$ cat config.mk
export PLATFORM = sky130hd
export DESIGN_NAME = tile_status_security_regs
export DESIGN_NICKNAME = d
export VERILOG_FILES = /design/src/common/tile_status_pkg.sv /design/src/hw/osc_edge_counter.sv /design/src/hw/tile_status_security_regs.sv
export SDC_FILE = /design/constraint.sdc
export NUM_CORES = 1
export LEC_CHECK = 0
export ABC_AREA = 1
export BUFFER_PORTS_ARGS = -buffer_cell sky130_fd_sc_hd__buf_2
export CAP_MARGIN = 20
export CORE_MARGIN = 10
export CORE_UTILIZATION = 55
export CTS_CLUSTER_DIAMETER = 120
export CTS_CLUSTER_SIZE = 24
export DETAILED_ROUTE_END_ITERATION = 7
export PLACE_DENSITY = 0.83
export SYNTH_ARGS = -nofsm -noshare
export SYNTH_HDL_FRONTEND = slang
export SYNTH_SLANG_ARGS = --single-unit
$ cat constraint.sdc
create_clock -name ref_clk -period 2 [get_ports ref_clk]
set_input_delay 0.3 -clock ref_clk [delete_from_list [all_inputs] [get_ports ref_clk]]
set_output_delay 0.3 -clock ref_clk [all_outputs]
set_load 0.01 [all_outputs]
$ cat src/common/tile_status_pkg.sv
// Shared constants, field positions and carrier types for the tile status bank
package tile_status_pkg;

  // Register index width and data width of the status port
  localparam int PS_ADDR_W = 8;
  localparam int PS_DATA_W = 32;

  // Register numbers on the processor-status port
  localparam logic [7:0] OFS_TILE_BOOT_STATUS      = 8'h03;
  localparam logic [7:0] OFS_SECURITY_CONFIG       = 8'h05;
  localparam logic [7:0] OFS_RING_OSC_CONTROL      = 8'h06;
  localparam logic [7:0] OFS_TILE_CELL_OSC_COUNT   = 8'h07;
  localparam logic [7:0] OFS_TILE_WIRE_OSC_COUNT   = 8'h08;
  localparam logic [7:0] OFS_PERIPH_CELL_OSC_COUNT = 8'h09;
  localparam logic [7:0] OFS_PERIPH_WIRE_OSC_COUNT = 8'h0A;
  localparam logic [7:0] OFS_RAM_SIZE_BYTES        = 8'h0C;
  localparam logic [7:0] OFS_DEBUG_STATUS_SNAPSHOT = 8'h10;
  localparam logic [7:0] OFS_DEBUG_PC_SNAPSHOT     = 8'h11;

  // Boot status field positions
  localparam int BOOT_PROC_NUM_LSB   = 16;
  localparam int BOOT_OVERRIDE_BIT   = 8;
  localparam int BOOT_CORE1_OFF_BIT  = 5;
  localparam int BOOT_OTP_NOPOLL_BIT = 4;
  localparam int BOOT_FROM_RAM_BIT   = 3;
  localparam int BOOT_FROM_JTAG_BIT  = 2;
  localparam int BOOT_PLL_MODE_LSB   = 0;

  // Security configuration field positions
  localparam int SEC_WRITE_LOCK_BIT   = 31;
  localparam int SEC_GLOBAL_DBG_BIT   = 14;
  localparam int SEC_OTP_LOCK_ALL_BIT = 12;
  localparam int SEC_OTP_SECTOR_LSB   = 8;
  localparam int SEC_OTP_REDUND_BIT   = 7;
  localparam int SEC_BOOT_OTP_BIT     = 5;
  localparam int SEC_JTAG_CFG_BIT     = 4;
  localparam int SEC_JTAG_TAP_BIT     = 0;
  localparam logic [31:0] SEC_WMASK   = 32'h80005FB1;
  localparam logic [31:0] SEC_RESET   = 32'h00000000;

  // Ring oscillator control fields and reset
  localparam int OSC_CORE_EN_BIT      = 1;
  localparam int OSC_PERIPH_EN_BIT    = 0;
  localparam logic [1:0] OSC_CTRL_RESET = 2'h0;
  localparam int OSC_COUNT_W          = 16;

  // Debug status snapshot: writable mask and read-only issue-mode bit
  localparam logic [10:0] DBG_STATUS_WMASK = 11'h6DF;
  localparam int DBG_ISSUE_MODE_BIT        = 8;
  localparam logic [10:0] DBG_STATUS_RESET = 11'h000;
  localparam logic [31:0] DBG_PC_RESET     = 32'h00000000;

  // Input synchroniser depth for pins
  localparam int SYNC_STAGES = 3;

  // Processor-status request from the core
  typedef struct packed {
    logic                 rd;
    logic                 wr;
    logic [PS_ADDR_W-1:0] addr;
    logic [PS_DATA_W-1:0] wdata;
  } ps_req_s;

  // Boot straps and boot state presented by the tile
  typedef struct packed {
    logic [7:0] proc_number;
    logic       boot_mode_override;
    logic       core1_off;
    logic       otp_no_poll;
    logic       boot_from_ram;
    logic       boot_from_jtag;
    logic [1:0] pll_mode;
  } boot_straps_s;

  // Decoded security controls sent to the rest of the tile
  typedef struct packed {
    logic       write_locked;
    logic       global_debug_disable;
    logic       otp_lock_all;
    logic [3:0] otp_sector_lock;
    logic       otp_redundancy_en;
    logic       boot_from_otp;
    logic       jtag_cfg_deny;
    logic       jtag_tap_disable;
  } sec_ctrl_s;

endpackage

$ cat src/hw/osc_edge_counter.sv
// Counts edges of one asynchronous ring oscillator in the core clock domain
`timescale 1ns/1ns
module osc_edge_counter #(
  parameter int COUNT_W = 16
) (
  // Clock and power-on clear (not the system reset)
  input  wire logic               ref_clk,
  input  wire logic               por_rst,
  // Raw oscillator output, asynchronous
  input  wire logic               osc_in,
  // Count in core domain
  output logic [COUNT_W-1:0]      count
);

  logic osc_s1_reg;
  logic osc_s2_reg;
  logic osc_s3_reg;
  logic level_reg;

  // Three-stage synchroniser, first stage read only by the second
  always_ff @(posedge ref_clk) begin
    osc_s1_reg <= osc_in;
    osc_s2_reg <= osc_s1_reg;
    osc_s3_reg <= osc_s2_reg;
  end

  // Settled level follows once stages two and three agree
  always_ff @(posedge ref_clk) begin
    if (por_rst) begin
      level_reg <= 1'b0;
    end else if (osc_s2_reg == osc_s3_reg) begin
      level_reg <= osc_s3_reg;
    end
  end

  // Count rising edges; sys_rst never reaches this counter
  always_ff @(posedge ref_clk) begin
    if (por_rst) begin
      count <= '0;
    end else if ((osc_s2_reg == osc_s3_reg) && osc_s3_reg && !level_reg) begin
      count <= count + COUNT_W'(1);
    end
  end

endmodule

$ cat src/hw/tile_status_security_regs.sv
// Processor-status register bank: boot status, security, ring oscillators, debug snapshot
//
// Summary of operation
// - Boot status bits 23:16 report this tile's processor number.
// - Boot status bit 3 boot from RAM, bit 2 from JTAG, 1:0 PLL mode.
// - Boot status bit 5 core1 off, bit 4 no OTP polling, bit 8 override.
// - Security bit 31 set blocks any further software write to security register.
// - Security bit 14 disables global debug, bit 0 disables JTAG debug TAP.
// - Security bit 4 denies JTAG config access; bit 5 forces boot from OTP.
// - Security bits 11:8 lock sectors, 12 locks all, 7 enables redundancy.
// - Security register is loaded from the OTP security word masked by SEC_WMASK.
// - Four ring oscillators; control bit 1 core, bit 0 peripheral, reset 0.
// - Four read-only registers show 16-bit counts in bits 15:0.
// - Oscillator counts survive system reset.
// - Oscillators run asynchronous to the core clock, usable as entropy.
// - RAM size register shows byte size in 31:2, bits 1:0 zero.
// - Debug entry captures status word: bit 10 ASID, 7 fast, 6 paused.
// - Captured status bit 4 kernel, bit 3 interrupt handler, bit 2 enabling.
// - Captured status bit 1 interrupts enabled, bit 0 events enabled.
// - Captured bit 9 kernel-entry issue mode; bit 8 read-only current mode.
// - Debug entry captures full 32-bit saved program counter.
// - Core reaches registers by status reads and writes; bank serves them.
`timescale 1ns/1ns
module tile_status_security_regs #(
  parameter logic [31:0] RAM_SIZE = 32'h00010000
) (
  // Clock and resets
  input  wire logic                              ref_clk,
  input  wire logic                              sys_rst,
  input  wire logic                              por_rst,
  // Processor-status port
  input  wire tile_status_pkg::ps_req_s          ps_req,
  output logic [tile_status_pkg::PS_DATA_W-1:0]  ps_rdata,
  output logic                                   ps_rvalid,
  output logic                                   ps_wack,
  output logic                                   ps_werr,
  // Boot straps from pins
  input  wire tile_status_pkg::boot_straps_s     boot_straps,
  // OTP security word load
  input  wire logic                              otp_load,
  input  wire logic [31:0]                       otp_security_word,
  // Debug entry capture
  input  wire logic                              debug_mode,
  input  wire logic                              debug_enter,
  input  wire logic [10:0]                       saved_status_word,
  input  wire logic [31:0]                       saved_program_counter,
  // Ring oscillators
  input  wire logic [3:0]                        osc_raw,
  output logic                                   core_osc_en,
  output logic                                   periph_osc_en,
  // Security controls to the tile
  output tile_status_pkg::sec_ctrl_s             sec_ctrl
);
  import tile_status_pkg::*;

  localparam int STRAP_W = $bits(boot_straps_s);

  // Strap synchroniser stages
  logic [STRAP_W-1:0] strap_s1_reg;
  logic [STRAP_W-1:0] strap_s2_reg;
  logic [STRAP_W-1:0] strap_s3_reg;
  logic [STRAP_W-1:0] strap_reg;
  logic [STRAP_W-1:0] strap_next;
  boot_straps_s       straps;

  // Register state
  logic [31:0]        security_reg;
  logic [1:0]         osc_ctrl_reg;
  logic [10:0]        dbg_status_reg;
  logic [31:0]        dbg_pc_reg;

  // Oscillator counts
  logic [OSC_COUNT_W-1:0] osc_count [4];

  // Decode
  logic               wr_hit_sec;
  logic               wr_hit_osc;
  logic               wr_hit_dstat;
  logic               wr_hit_dpc;
  logic               wr_ok;
  logic [31:0]        rdata_next;
  logic [31:0]        boot_word;

  // Three-flop sync of boot straps
  always_ff @(posedge ref_clk) begin
    strap_s1_reg <= boot_straps;
    strap_s2_reg <= strap_s1_reg;
    strap_s3_reg <= strap_s2_reg;
  end

  // Bits change only where stages two and three agree
  assign strap_next = (strap_s3_reg & ~(strap_s2_reg ^ strap_s3_reg))
                    | (strap_reg & (strap_s2_reg ^ strap_s3_reg));

  // Settled strap values
  always_ff @(posedge ref_clk) begin
    if (sys_rst) begin
      strap_reg <= '0;
    end else begin
      strap_reg <= strap_next;
    end
  end

  assign straps = boot_straps_s'(strap_reg);

  // Boot status word assembly, reserved bits zero
  always_comb begin
    boot_word = 32'h00000000;
    boot_word[BOOT_PROC_NUM_LSB +: 8] = straps.proc_number;
    boot_word[BOOT_FROM_RAM_BIT]      = straps.boot_from_ram;
    boot_word[BOOT_FROM_JTAG_BIT]     = straps.boot_from_jtag;
    boot_word[BOOT_PLL_MODE_LSB +: 2] = straps.pll_mode;
    boot_word[BOOT_CORE1_OFF_BIT]     = straps.core1_off;
    boot_word[BOOT_OTP_NOPOLL_BIT]    = straps.otp_no_poll;
    boot_word[BOOT_OVERRIDE_BIT]      = straps.boot_mode_override;
  end

  // Write decode with refusal conditions
  assign wr_hit_sec   = ps_req.wr && (ps_req.addr == OFS_SECURITY_CONFIG);
  assign wr_hit_osc   = ps_req.wr && (ps_req.addr == OFS_RING_OSC_CONTROL);
  assign wr_hit_dstat = ps_req.wr && (ps_req.addr == OFS_DEBUG_STATUS_SNAPSHOT);
  assign wr_hit_dpc   = ps_req.wr && (ps_req.addr == OFS_DEBUG_PC_SNAPSHOT);
  assign wr_ok = (wr_hit_sec && !security_reg[SEC_WRITE_LOCK_BIT])
               || wr_hit_osc
               || ((wr_hit_dstat || wr_hit_dpc) && debug_mode);

  // Security register: OTP copy masked by SEC_WMASK, software write unless locked
  always_ff @(posedge ref_clk) begin
    if (sys_rst) begin
      security_reg <= SEC_RESET;
    end else if (otp_load) begin
      security_reg <= otp_security_word & SEC_WMASK;
    end else if (wr_hit_sec && !security_reg[SEC_WRITE_LOCK_BIT]) begin
      security_reg <= ps_req.wdata & SEC_WMASK;
    end
  end

  // Security controls decoded into the tile
  always_ff @(posedge ref_clk) begin
    if (sys_rst) begin
      sec_ctrl <= '0;
    end else begin
      sec_ctrl.write_locked         <= security_reg[SEC_WRITE_LOCK_BIT];
      sec_ctrl.global_debug_disable <= security_reg[SEC_GLOBAL_DBG_BIT];
      sec_ctrl.jtag_tap_disable     <= security_reg[SEC_JTAG_TAP_BIT];
      sec_ctrl.jtag_cfg_deny        <= security_reg[SEC_JTAG_CFG_BIT];
      sec_ctrl.boot_from_otp        <= security_reg[SEC_BOOT_OTP_BIT];
      sec_ctrl.otp_sector_lock      <= security_reg[SEC_OTP_SECTOR_LSB +: 4];
      sec_ctrl.otp_lock_all         <= security_reg[SEC_OTP_LOCK_ALL_BIT];
      sec_ctrl.otp_redundancy_en    <= security_reg[SEC_OTP_REDUND_BIT];
    end
  end

  // Ring oscillator control, cleared at reset
  always_ff @(posedge ref_clk) begin
    if (sys_rst) begin
      osc_ctrl_reg <= OSC_CTRL_RESET;
    end else if (wr_hit_osc) begin
      osc_ctrl_reg <= ps_req.wdata[1:0];
    end
  end

  // Oscillator enables to the ring macros
  always_ff @(posedge ref_clk) begin
    if (sys_rst) begin
      core_osc_en   <= 1'b0;
      periph_osc_en <= 1'b0;
    end else begin
      core_osc_en   <= osc_ctrl_reg[OSC_CORE_EN_BIT];
      periph_osc_en <= osc_ctrl_reg[OSC_PERIPH_EN_BIT];
    end
  end

  // One synchronised edge counter per oscillator
  generate
    for (genvar i = 0; i < 4; i++) begin : g_osc
      osc_edge_counter #(
        .COUNT_W (OSC_COUNT_W)
      ) u_cnt (
        .ref_clk (ref_clk),
        .por_rst (por_rst),
        .osc_in  (osc_raw[i]),
        .count   (osc_count[i])
      );
    end
  endgenerate

  // Debug status snapshot: capture on entry, debug writes to writable bits
  always_ff @(posedge ref_clk) begin
    if (sys_rst) begin
      dbg_status_reg <= DBG_STATUS_RESET;
    end else if (debug_enter) begin
      // Reserved bit 5 is dropped on capture so it reads zero
      dbg_status_reg <= saved_status_word
                      & (DBG_STATUS_WMASK | (11'h001 << DBG_ISSUE_MODE_BIT));
    end else if (wr_hit_dstat && debug_mode) begin
      dbg_status_reg <= (ps_req.wdata[10:0] & DBG_STATUS_WMASK)
                      | (dbg_status_reg & ~DBG_STATUS_WMASK);
    end
  end

  // Debug program counter snapshot
  always_ff @(posedge ref_clk) begin
    if (sys_rst) begin
      dbg_pc_reg <= DBG_PC_RESET;
    end else if (debug_enter) begin
      dbg_pc_reg <= saved_program_counter;
    end else if (wr_hit_dpc && debug_mode) begin
      dbg_pc_reg <= ps_req.wdata;
    end
  end

  // Read mux, unmapped and reserved bits read zero
  always_comb begin
    rdata_next = 32'h00000000;
    case (ps_req.addr)
      OFS_TILE_BOOT_STATUS:      rdata_next = boot_word;
      OFS_SECURITY_CONFIG:       rdata_next = security_reg;
      OFS_RING_OSC_CONTROL:      rdata_next = {30'h00000000, osc_ctrl_reg};
      OFS_TILE_CELL_OSC_COUNT:   rdata_next = {16'h0000, osc_count[0]};
      OFS_TILE_WIRE_OSC_COUNT:   rdata_next = {16'h0000, osc_count[1]};
      OFS_PERIPH_CELL_OSC_COUNT: rdata_next = {16'h0000, osc_count[2]};
      OFS_PERIPH_WIRE_OSC_COUNT: rdata_next = {16'h0000, osc_count[3]};
      OFS_RAM_SIZE_BYTES:        rdata_next = {RAM_SIZE[31:2], 2'h0};
      OFS_DEBUG_STATUS_SNAPSHOT: rdata_next = {21'h000000, dbg_status_reg};
      OFS_DEBUG_PC_SNAPSHOT:     rdata_next = dbg_pc_reg;
      default:                   rdata_next = 32'h00000000;
    endcase
  end

  // Registered read answer, one cycle after the request
  always_ff @(posedge ref_clk) begin
    if (sys_rst) begin
      ps_rdata  <= 32'h00000000;
      ps_rvalid <= 1'b0;
    end else begin
      ps_rvalid <= ps_req.rd;
      if (ps_req.rd) begin
        ps_rdata <= rdata_next;
      end
    end
  end

  // Registered write answer: accepted or refused
  always_ff @(posedge ref_clk) begin
    if (sys_rst) begin
      ps_wack <= 1'b0;
      ps_werr <= 1'b0;
    end else begin
      ps_wack <= ps_req.wr && wr_ok;
      ps_werr <= ps_req.wr && !wr_ok;
    end
  end

endmodule

==> impl_results.md, run 1 <==
- Status: complete, no violations
- Delay-heaviest family, CP: simple AND/OR/NAND/NOR gates
- Share of the synthesized area in the top cell type: 0.497
- Final Slew Violations: 0
- Clock-pin slew on the worst setup and hold paths: ~0.10 ns
- Primary FF master, synth: dfxtp_1
- Largest cells by area after synthesis: dfxtp_1 50%, nand2_1 11%, a21oi_1 5.6%
- Area of the die: 0.0235 mm²
- Least-Margin Pin Slew: around 0.67 ns
- Clock Tree Buf Depth: 3
- Tot Pwr: ~9 mW
- Hold crit path type: in2reg
- Largest net degree at the start of global routing: 61
- Crit. Startpoint: g_osc[2].u_cnt.osc_s3_reg
- Number of global-route vias before repair: just under 9000
- Slew HR: 0.555
- Max reg flops: 64
- Setup_tns: 0 ns
- TritonRoute pass-1 iters: 5
- Via count: just over 9000
- First-pass GRT wire length: ~45 mm
- Critical path endpoint category: flip-flop
- Fmax achieved: approximately 530 MHz
- Most common library cells after synthesis: 287 x nand2_1, 243 x dfxtp_1, 123 x nor2_1, 113 x inv_1, 110 x a21oi_1
- Critical Setup Path Class: reg2reg
- Worst Reg-to-Reg Cells: 9
- Leakage: around 4.9 nW
- R2R Path End: g_osc[2].u_cnt.count[9]
- R2R setup slack: 0.13 ns
- Yosys reg bits: 243
- Final hold vios: 0
- Nets: between 1500 and 2000
- Core area: ~0.017 mm²
- Maximum fanout along the worst path: 4
- EDFF count, synth: 0
- Sinks on Clock Net: approximately 240
- Syn_area_per_cell: 7.49 µm²
- Multi-input gate area in the final layout: ~0.0042 mm²
- Power density cells: between 700 and 800 mW/mm²
- FF+latch area: 0.00486 mm²
- Initial Utilization: 0.564
- Placer congestion estimate: 0.948
- Vias per cell: approximately 5.5
- Worst path max stage delay: about 0.34 ns
- Worst-path cell chain: ha_1 -> inv_1 -> nor2_2 -> nand2_1 -> nor2_4 -> nand4_1 -> or2_0 -> o21ai_0 -> nor2_1
- Post-route setup slack: ~0.13 ns
- Buffers on Ports: 167
- Share of synthesized registers carrying an async set or reset: 0
- Mapped Cells: around 1300
- Worst path arrival time: about 2.3 ns
- Stages on the worst setup path: 9
- Initial antenna violation count: 2
- Num rows: 48
- Critical Path Sink: g_osc[2].u_cnt.count[9]
- First DRT Iteration DRCs: a little under 900
- Congestion Overflow GR: 0
- Worst Path Buf+Inv: 1
- Final wirelength: 28.1 mm
- Synthesized area: between 0.009 and 0.01 mm²
- Place WS: between 0.1 and 0.15 ns
- Num CTS Buffers: 14
- Tot GR Track Use: 0.225
- Req. time, crit path: ~2.4 ns
- Io pins: between 150 and 200
- Chip Height: ~150 µm
- DPL Wire Length: 21.2 mm
- Clock Skews: between 0.02 and 0.025 ns
- ANT nets after route: 0
- Drt drc: 0
- WL/cell: 16.4 µm
- Max-cap violations: 0
- Final number of setup-violating endpoints: 0
- Synth cell types: 33
- Slowest cell on the critical path: dfxtp_1
- Tcrit/Tclk final: 0.935
- Start of the worst register-to-register path: g_osc[2].u_cnt.osc_s3_reg
- Tmin final: 1.87 ns
- Syn. warnings: 0
- Hold depth: 3
- Dominant cell by count in the synthesized netlist: nand2_1
- Non-filler cells, final: ~1700
- # fillers: 1495
- CTS tree: built
- Htree depth: 1
- Placed insts: between 1500 and 2000
- Crit start category: flip-flop
- Root buf cell: clkbuf_16
- Latest clock arrival within the worst-skew pair: 0.50 ns
- Area Growth Syn to Fin: 17.4%
- Share of cells above drive strength 1: 0.164
- Area leader, netlist: dfxtp_1
- Post-synthesis sequential area ratio: 0.497
- Die W: roughly 150 µm
- Worst VDD drop: 0.925 mV
- Post-Syn Nets: around 1500
## power breakdown
group          internal [mW]  switching [mW]  leakage [nW]
registers               5.02           0.108          2.00
clock network           1.37            1.58         0.196
logic                  0.267           0.406          2.71
## cell usage in the layout, fill, tap and decap left out, drive strengths merged, types with 3 or more instances in the layout
master         n
clkinv         3
buf          194
ha             8
o21ai        142
nand3        103
dfxtp        243
a21oi        110
nor2         138
nor3b          3
nand2        297
dlygate4sd3   19
clkbuf        15
a31oi         40
nand4         13
inv          119
nor3          22
o21a           5
## logic make-up after synthesis
family / count (synthesis) / share of synthesized area
AND/OR/NAND/NOR: 580 / 0.258
buffers and inverters: 174 / 0.0725
AO/OA/AOI/OAI: 301 / 0.161
flip-flops: 243 / 0.497
adder cells (fa/ha/maj): 8 / 0.0102
XOR/XNOR: 2 / 0.00179
## how the worst min path moves through the flow
stage	end	startpoint	slack (ns)
after floorplan	g_osc[0].u_cnt.osc_s2_reg	g_osc[0].u_cnt.osc_s1_reg	0.31
after global placement	strap_s2_reg[8]	strap_s1_reg[8]	0.31
after detailed placement	strap_s2_reg[14]	strap_s1_reg[14]	0.31
after CTS	dbg_status_reg[4]	saved_status_word[4]	0.06
after global routing	dbg_pc_reg[29]	saved_program_counter[29]	0.07
final	dbg_status_reg[4]	saved_status_word[4]	0.07
## area by class of cell
type / count / share of cell area
multi-input cells: 891 / 0.368
inverters: 121 / 0.0396
clock inverters: 1 / 0.00261
diodes: 1 / 0.000218
flip-flops and latches: 243 / 0.423
well taps: 225 / 0.0245
repair buffers: 213 / 0.109
clock buffers: 15 / 0.0327
## worst reg2reg max path: stages, from the launching register on
cell,delay [ns]
dfxtp_1,0.34
ha_1,0.14
inv_1,0.08
nor2_2,0.16
nand2_1,0.13
nor2_4,0.13
nand4_1,0.26
or2_0,0.32
o21ai_0,0.15
nor2_1,0.05
## repair_timing
action / 4_1_cts / 5_1_grt
resized for setup: 0 / 3
endpoints found under the setup margin: 0 / 3
hold endpoints to repair: 19 / 0
buffers inserted: 0 / 2
hold buffers: 19 / 0
## per-stage QoR
stage	utilization	instance area (µm²)	hold WS (ns)
after floorplan	-	9800	0.310
after global placement	0.626	10900	0.310
after detailed placement	0.626	10900	0.312
after CTS	0.661	11500	0.0564
after global routing	0.662	11500	0.0665
final	0.662	11500	0.0692
## layer usage
metal | track usage | up-vias | wire length [µm]
li1 | - | 4656 | -
met1 | 0.298 | 4260 | 12200
met2 | 0.358 | 378 | 12800
met3 | 0.0393 | 60 | 2170
met4 | 0.0810 | 2 | 992
met5 | 0 | - | 7
No activity file was read; power rests on OpenSTA's default activity.
==> run 2, diff against run 1 <==
--- a/config.mk
+++ b/config.mk
@@ -13,7 +13,7 @@
 export CTS_CLUSTER_DIAMETER = 120
 export CTS_CLUSTER_SIZE = 24
 export DETAILED_ROUTE_END_ITERATION = 7
-export PLACE_DENSITY = 0.83
+export PLACE_DENSITY = 0.77
 export SYNTH_ARGS = -nofsm -noshare
 export SYNTH_HDL_FRONTEND = slang
 export SYNTH_SLANG_ARGS = --single-unit
==> constraint.sdc (replaced) <==
create_clock -name ref_clk -period 2 [get_ports ref_clk]
set_input_delay 0 -clock ref_clk [delete_from_list [all_inputs] [get_ports ref_clk]]
set_output_delay 0 -clock ref_clk [all_outputs]
set_load 0.01 [all_outputs]
==> run 2 against run 1 <==
Clock skew decreased by 0.0019 ns. Core utilization increased by 6.1 points. Combinational power increased by 36%. Largest power group unchanged.
==> impl_results.md, run 2 (same netlist as run 1, synthesis figures left out) <==
- Most used cell, CP: dlygate4sd3_1
- Placer congestion estimate: between 0.9 and 1
- Placed insts: ~1700
- Tot GR Track Use: 0.259
- R2R Path End: security_reg[11]
- Crit start category: input pin
- Htree depth: 1
- Max-cap violations: 0
- Via count: 10200
- Buffers on Ports: about 170
- Tmin final: 1.97 ns
- Power density cells: just over 700 mW/mm²
- Initial antenna violation count: 4
- R2R setup slack: about 0.080 ns
- Worst VDD drop: between 0.9 and 1 mV
- Final wirelength: approximately 33 mm
- Root buf cell: clkbuf_16
- Worst path max stage delay: 0.60 ns
- Fmax achieved: about 500 MHz
- Clock Tree Buf Depth: 3
- Tcrit/Tclk final: 0.985
- Vias per cell: around 5.6
- Nets: approximately 1700
- Hold depth: 5
- Final number of setup-violating endpoints: 0
- Worst Path Buf+Inv: 5
- Initial Utilization: 0.564
- Leakage: ~5.4 nW
- Worst Reg-to-Reg Cells: 7
- Clock Skews: approximately 0.022 ns
- Slowest cell on the critical path: dlygate4sd3_1
- Least-Margin Pin Slew: between 0.6 and 0.7 ns
- ANT nets after route: 0
- Area of the die: 0.0235 mm²
- # fillers: around 1300
- Delay-heaviest family, CP: buffers and inverters
- Multi-input gate area in the final layout: 0.00424 mm²
- Worst-path cell chain: dlygate4sd3_1 -> clkbuf_4 -> nand2_2 -> nor2_8 -> inv_2 -> nand2_8 -> buf_12 -> o21ai_1 -> a31oi_1 -> dlygate4sd3_1
- Sinks on Clock Net: ~240
- Latest clock arrival within the worst-skew pair: around 0.48 ns
- Chip Height: around 150 µm
- Num rows: 48
- Critical Setup Path Class: in2reg
- Clock-pin slew on the worst setup and hold paths: roughly 0.09 ns
- Finished Cell Area: between 0.01 and 0.015 mm²
- Worst hold path endpoint: dbg_pc_reg[10]
- Number of global-route vias before repair: 9749
- Place WS: between 0.2 and 0.25 ns
- Io pins: 190
- Post-route setup slack: ~0.03 ns
- Start of the worst register-to-register path: security_reg[31]
- CTS tree: built
- Hold crit path type: in2reg
- WL/cell: approximately 18 µm
- DPL Wire Length: around 21 mm
- Num CTS Buffers: 14
- Share of cells above drive strength 1: 0.151
- TritonRoute pass-1 iters: 6
- Commonest non-fill, non-tap cell in the layout: nand2_1
- Area Growth Syn to Fin: 28.3%
- Post-route core utilization: 0.724
- Largest net degree at the start of global routing: 61
- First DRT Iteration DRCs: ~880
- Congestion Overflow GR: 0
- Max reg flops: between 60 and 70
- Final hold vios: 0
- Final Slew Violations: 0
- Drt drc: 0
- Most frequent cells in the layout: 285 x nand2_1, 243 x dfxtp_1, 166 x buf_2, 127 x dlygate4sd3_1, 122 x nor2_1
- Non-filler cells, final: 1815
- Critical path endpoint category: flip-flop
- Core area: approximately 0.017 mm²
- Worst path arrival time: around 2.4 ns
- Hold_sp: ps_req[10]
- Placed Area: about 0.011 mm²
- FF+latch area: ~0.0049 mm²
- Slew HR: 0.555
- Die W: 153 µm
- First-pass GRT wire length: a little over 50 mm
- Status: complete, no violations
- Maximum fanout along the worst path: 19
- Req. time, crit path: 2.42 ns
[run 2: changes by cell type in the layout (fill, tap and decap cells not counted), sizes merged]
cell         delta
buf             -8
dlygate4sd3   +108
clkbuf          +2
diode           +3
[run 2: worst max path at each step]
stage / cells after the start / endpoint / slack, ns / from
after CTS: 10 / dbg_pc_reg[29] / 0.03 / ps_req[40]
after floorplan: 9 / g_osc[2].u_cnt.count[12] / 0.48 / g_osc[2].u_cnt.osc_s3_reg
after global routing: 10 / dbg_pc_reg[15] / -0.03 / ps_req[40]
after global placement: 9 / g_osc[2].u_cnt.count[12] / 0.29 / g_osc[2].u_cnt.osc_s3_reg
after detailed placement: 9 / g_osc[2].u_cnt.count[12] / 0.21 / g_osc[2].u_cnt.osc_s2_reg
final: 10 / dbg_pc_reg[21] / 0.03 / ps_req[40]
[run 2: metrics by stage]
step | total power [mW] | setup TNS, ns | hold slack (ns)
after floorplan | 5.59 | 0 | 0.0277
after global placement | 5.84 | 0 | 0.102
after detailed placement | 5.87 | 0 | 0.104
after CTS | 8.97 | 0 | 0.00111
after global routing | 9.31 | -0.0287 | 0.0636
final | 9.03 | 0 | 0.0378
[run 2: metal layers]
| layer | global-route usage | vias to the layer above | routed length [µm] |
|---|---|---|---|
| met5 | 0 | - | 0 |
| met4 | 0.132 | 0 | 1890 |
| met3 | 0.0505 | 134 | 3080 |
| met2 | 0.404 | 585 | 14600 |
| met1 | 0.333 | 4668 | 13000 |
| li1 | - | 4858 | - |
[run 2: timing repair]
item,CTS,global route
buffers inserted,0,0
hold buffers,127,0
endpoints found under the setup margin,0,24
gates resized for setup,0,5
endpoints found under the hold margin,91,0
[run 2: report_power, final]
part | total [mW] | leakage, nW | switching, mW | internal, mW
Sequential | 5.13 | 2.00 | 0.106 | 5.02
Clock | 2.99 | 0.196 | 1.61 | 1.37
Combinational | 0.913 | 3.21 | 0.487 | 0.426
[run 2: final cells by class]
cell class | instances | area share
diodes | 4 | 0.000797
flip-flops and latches | 243 | 0.387
repair buffers | 315 | 0.184
well taps | 225 | 0.0224
inverters | 121 | 0.0363
clock buffers | 15 | 0.0299
clock inverters | 1 | 0.00239
multi-input cells | 891 | 0.337
[run 2: tightest hold or removal path, stage by stage]
cell and delay [ns]:
buf_2 0.09, inv_1 0.07, nor2_1 0.07, a21oi_1 0.16, a21oi_1 0.08
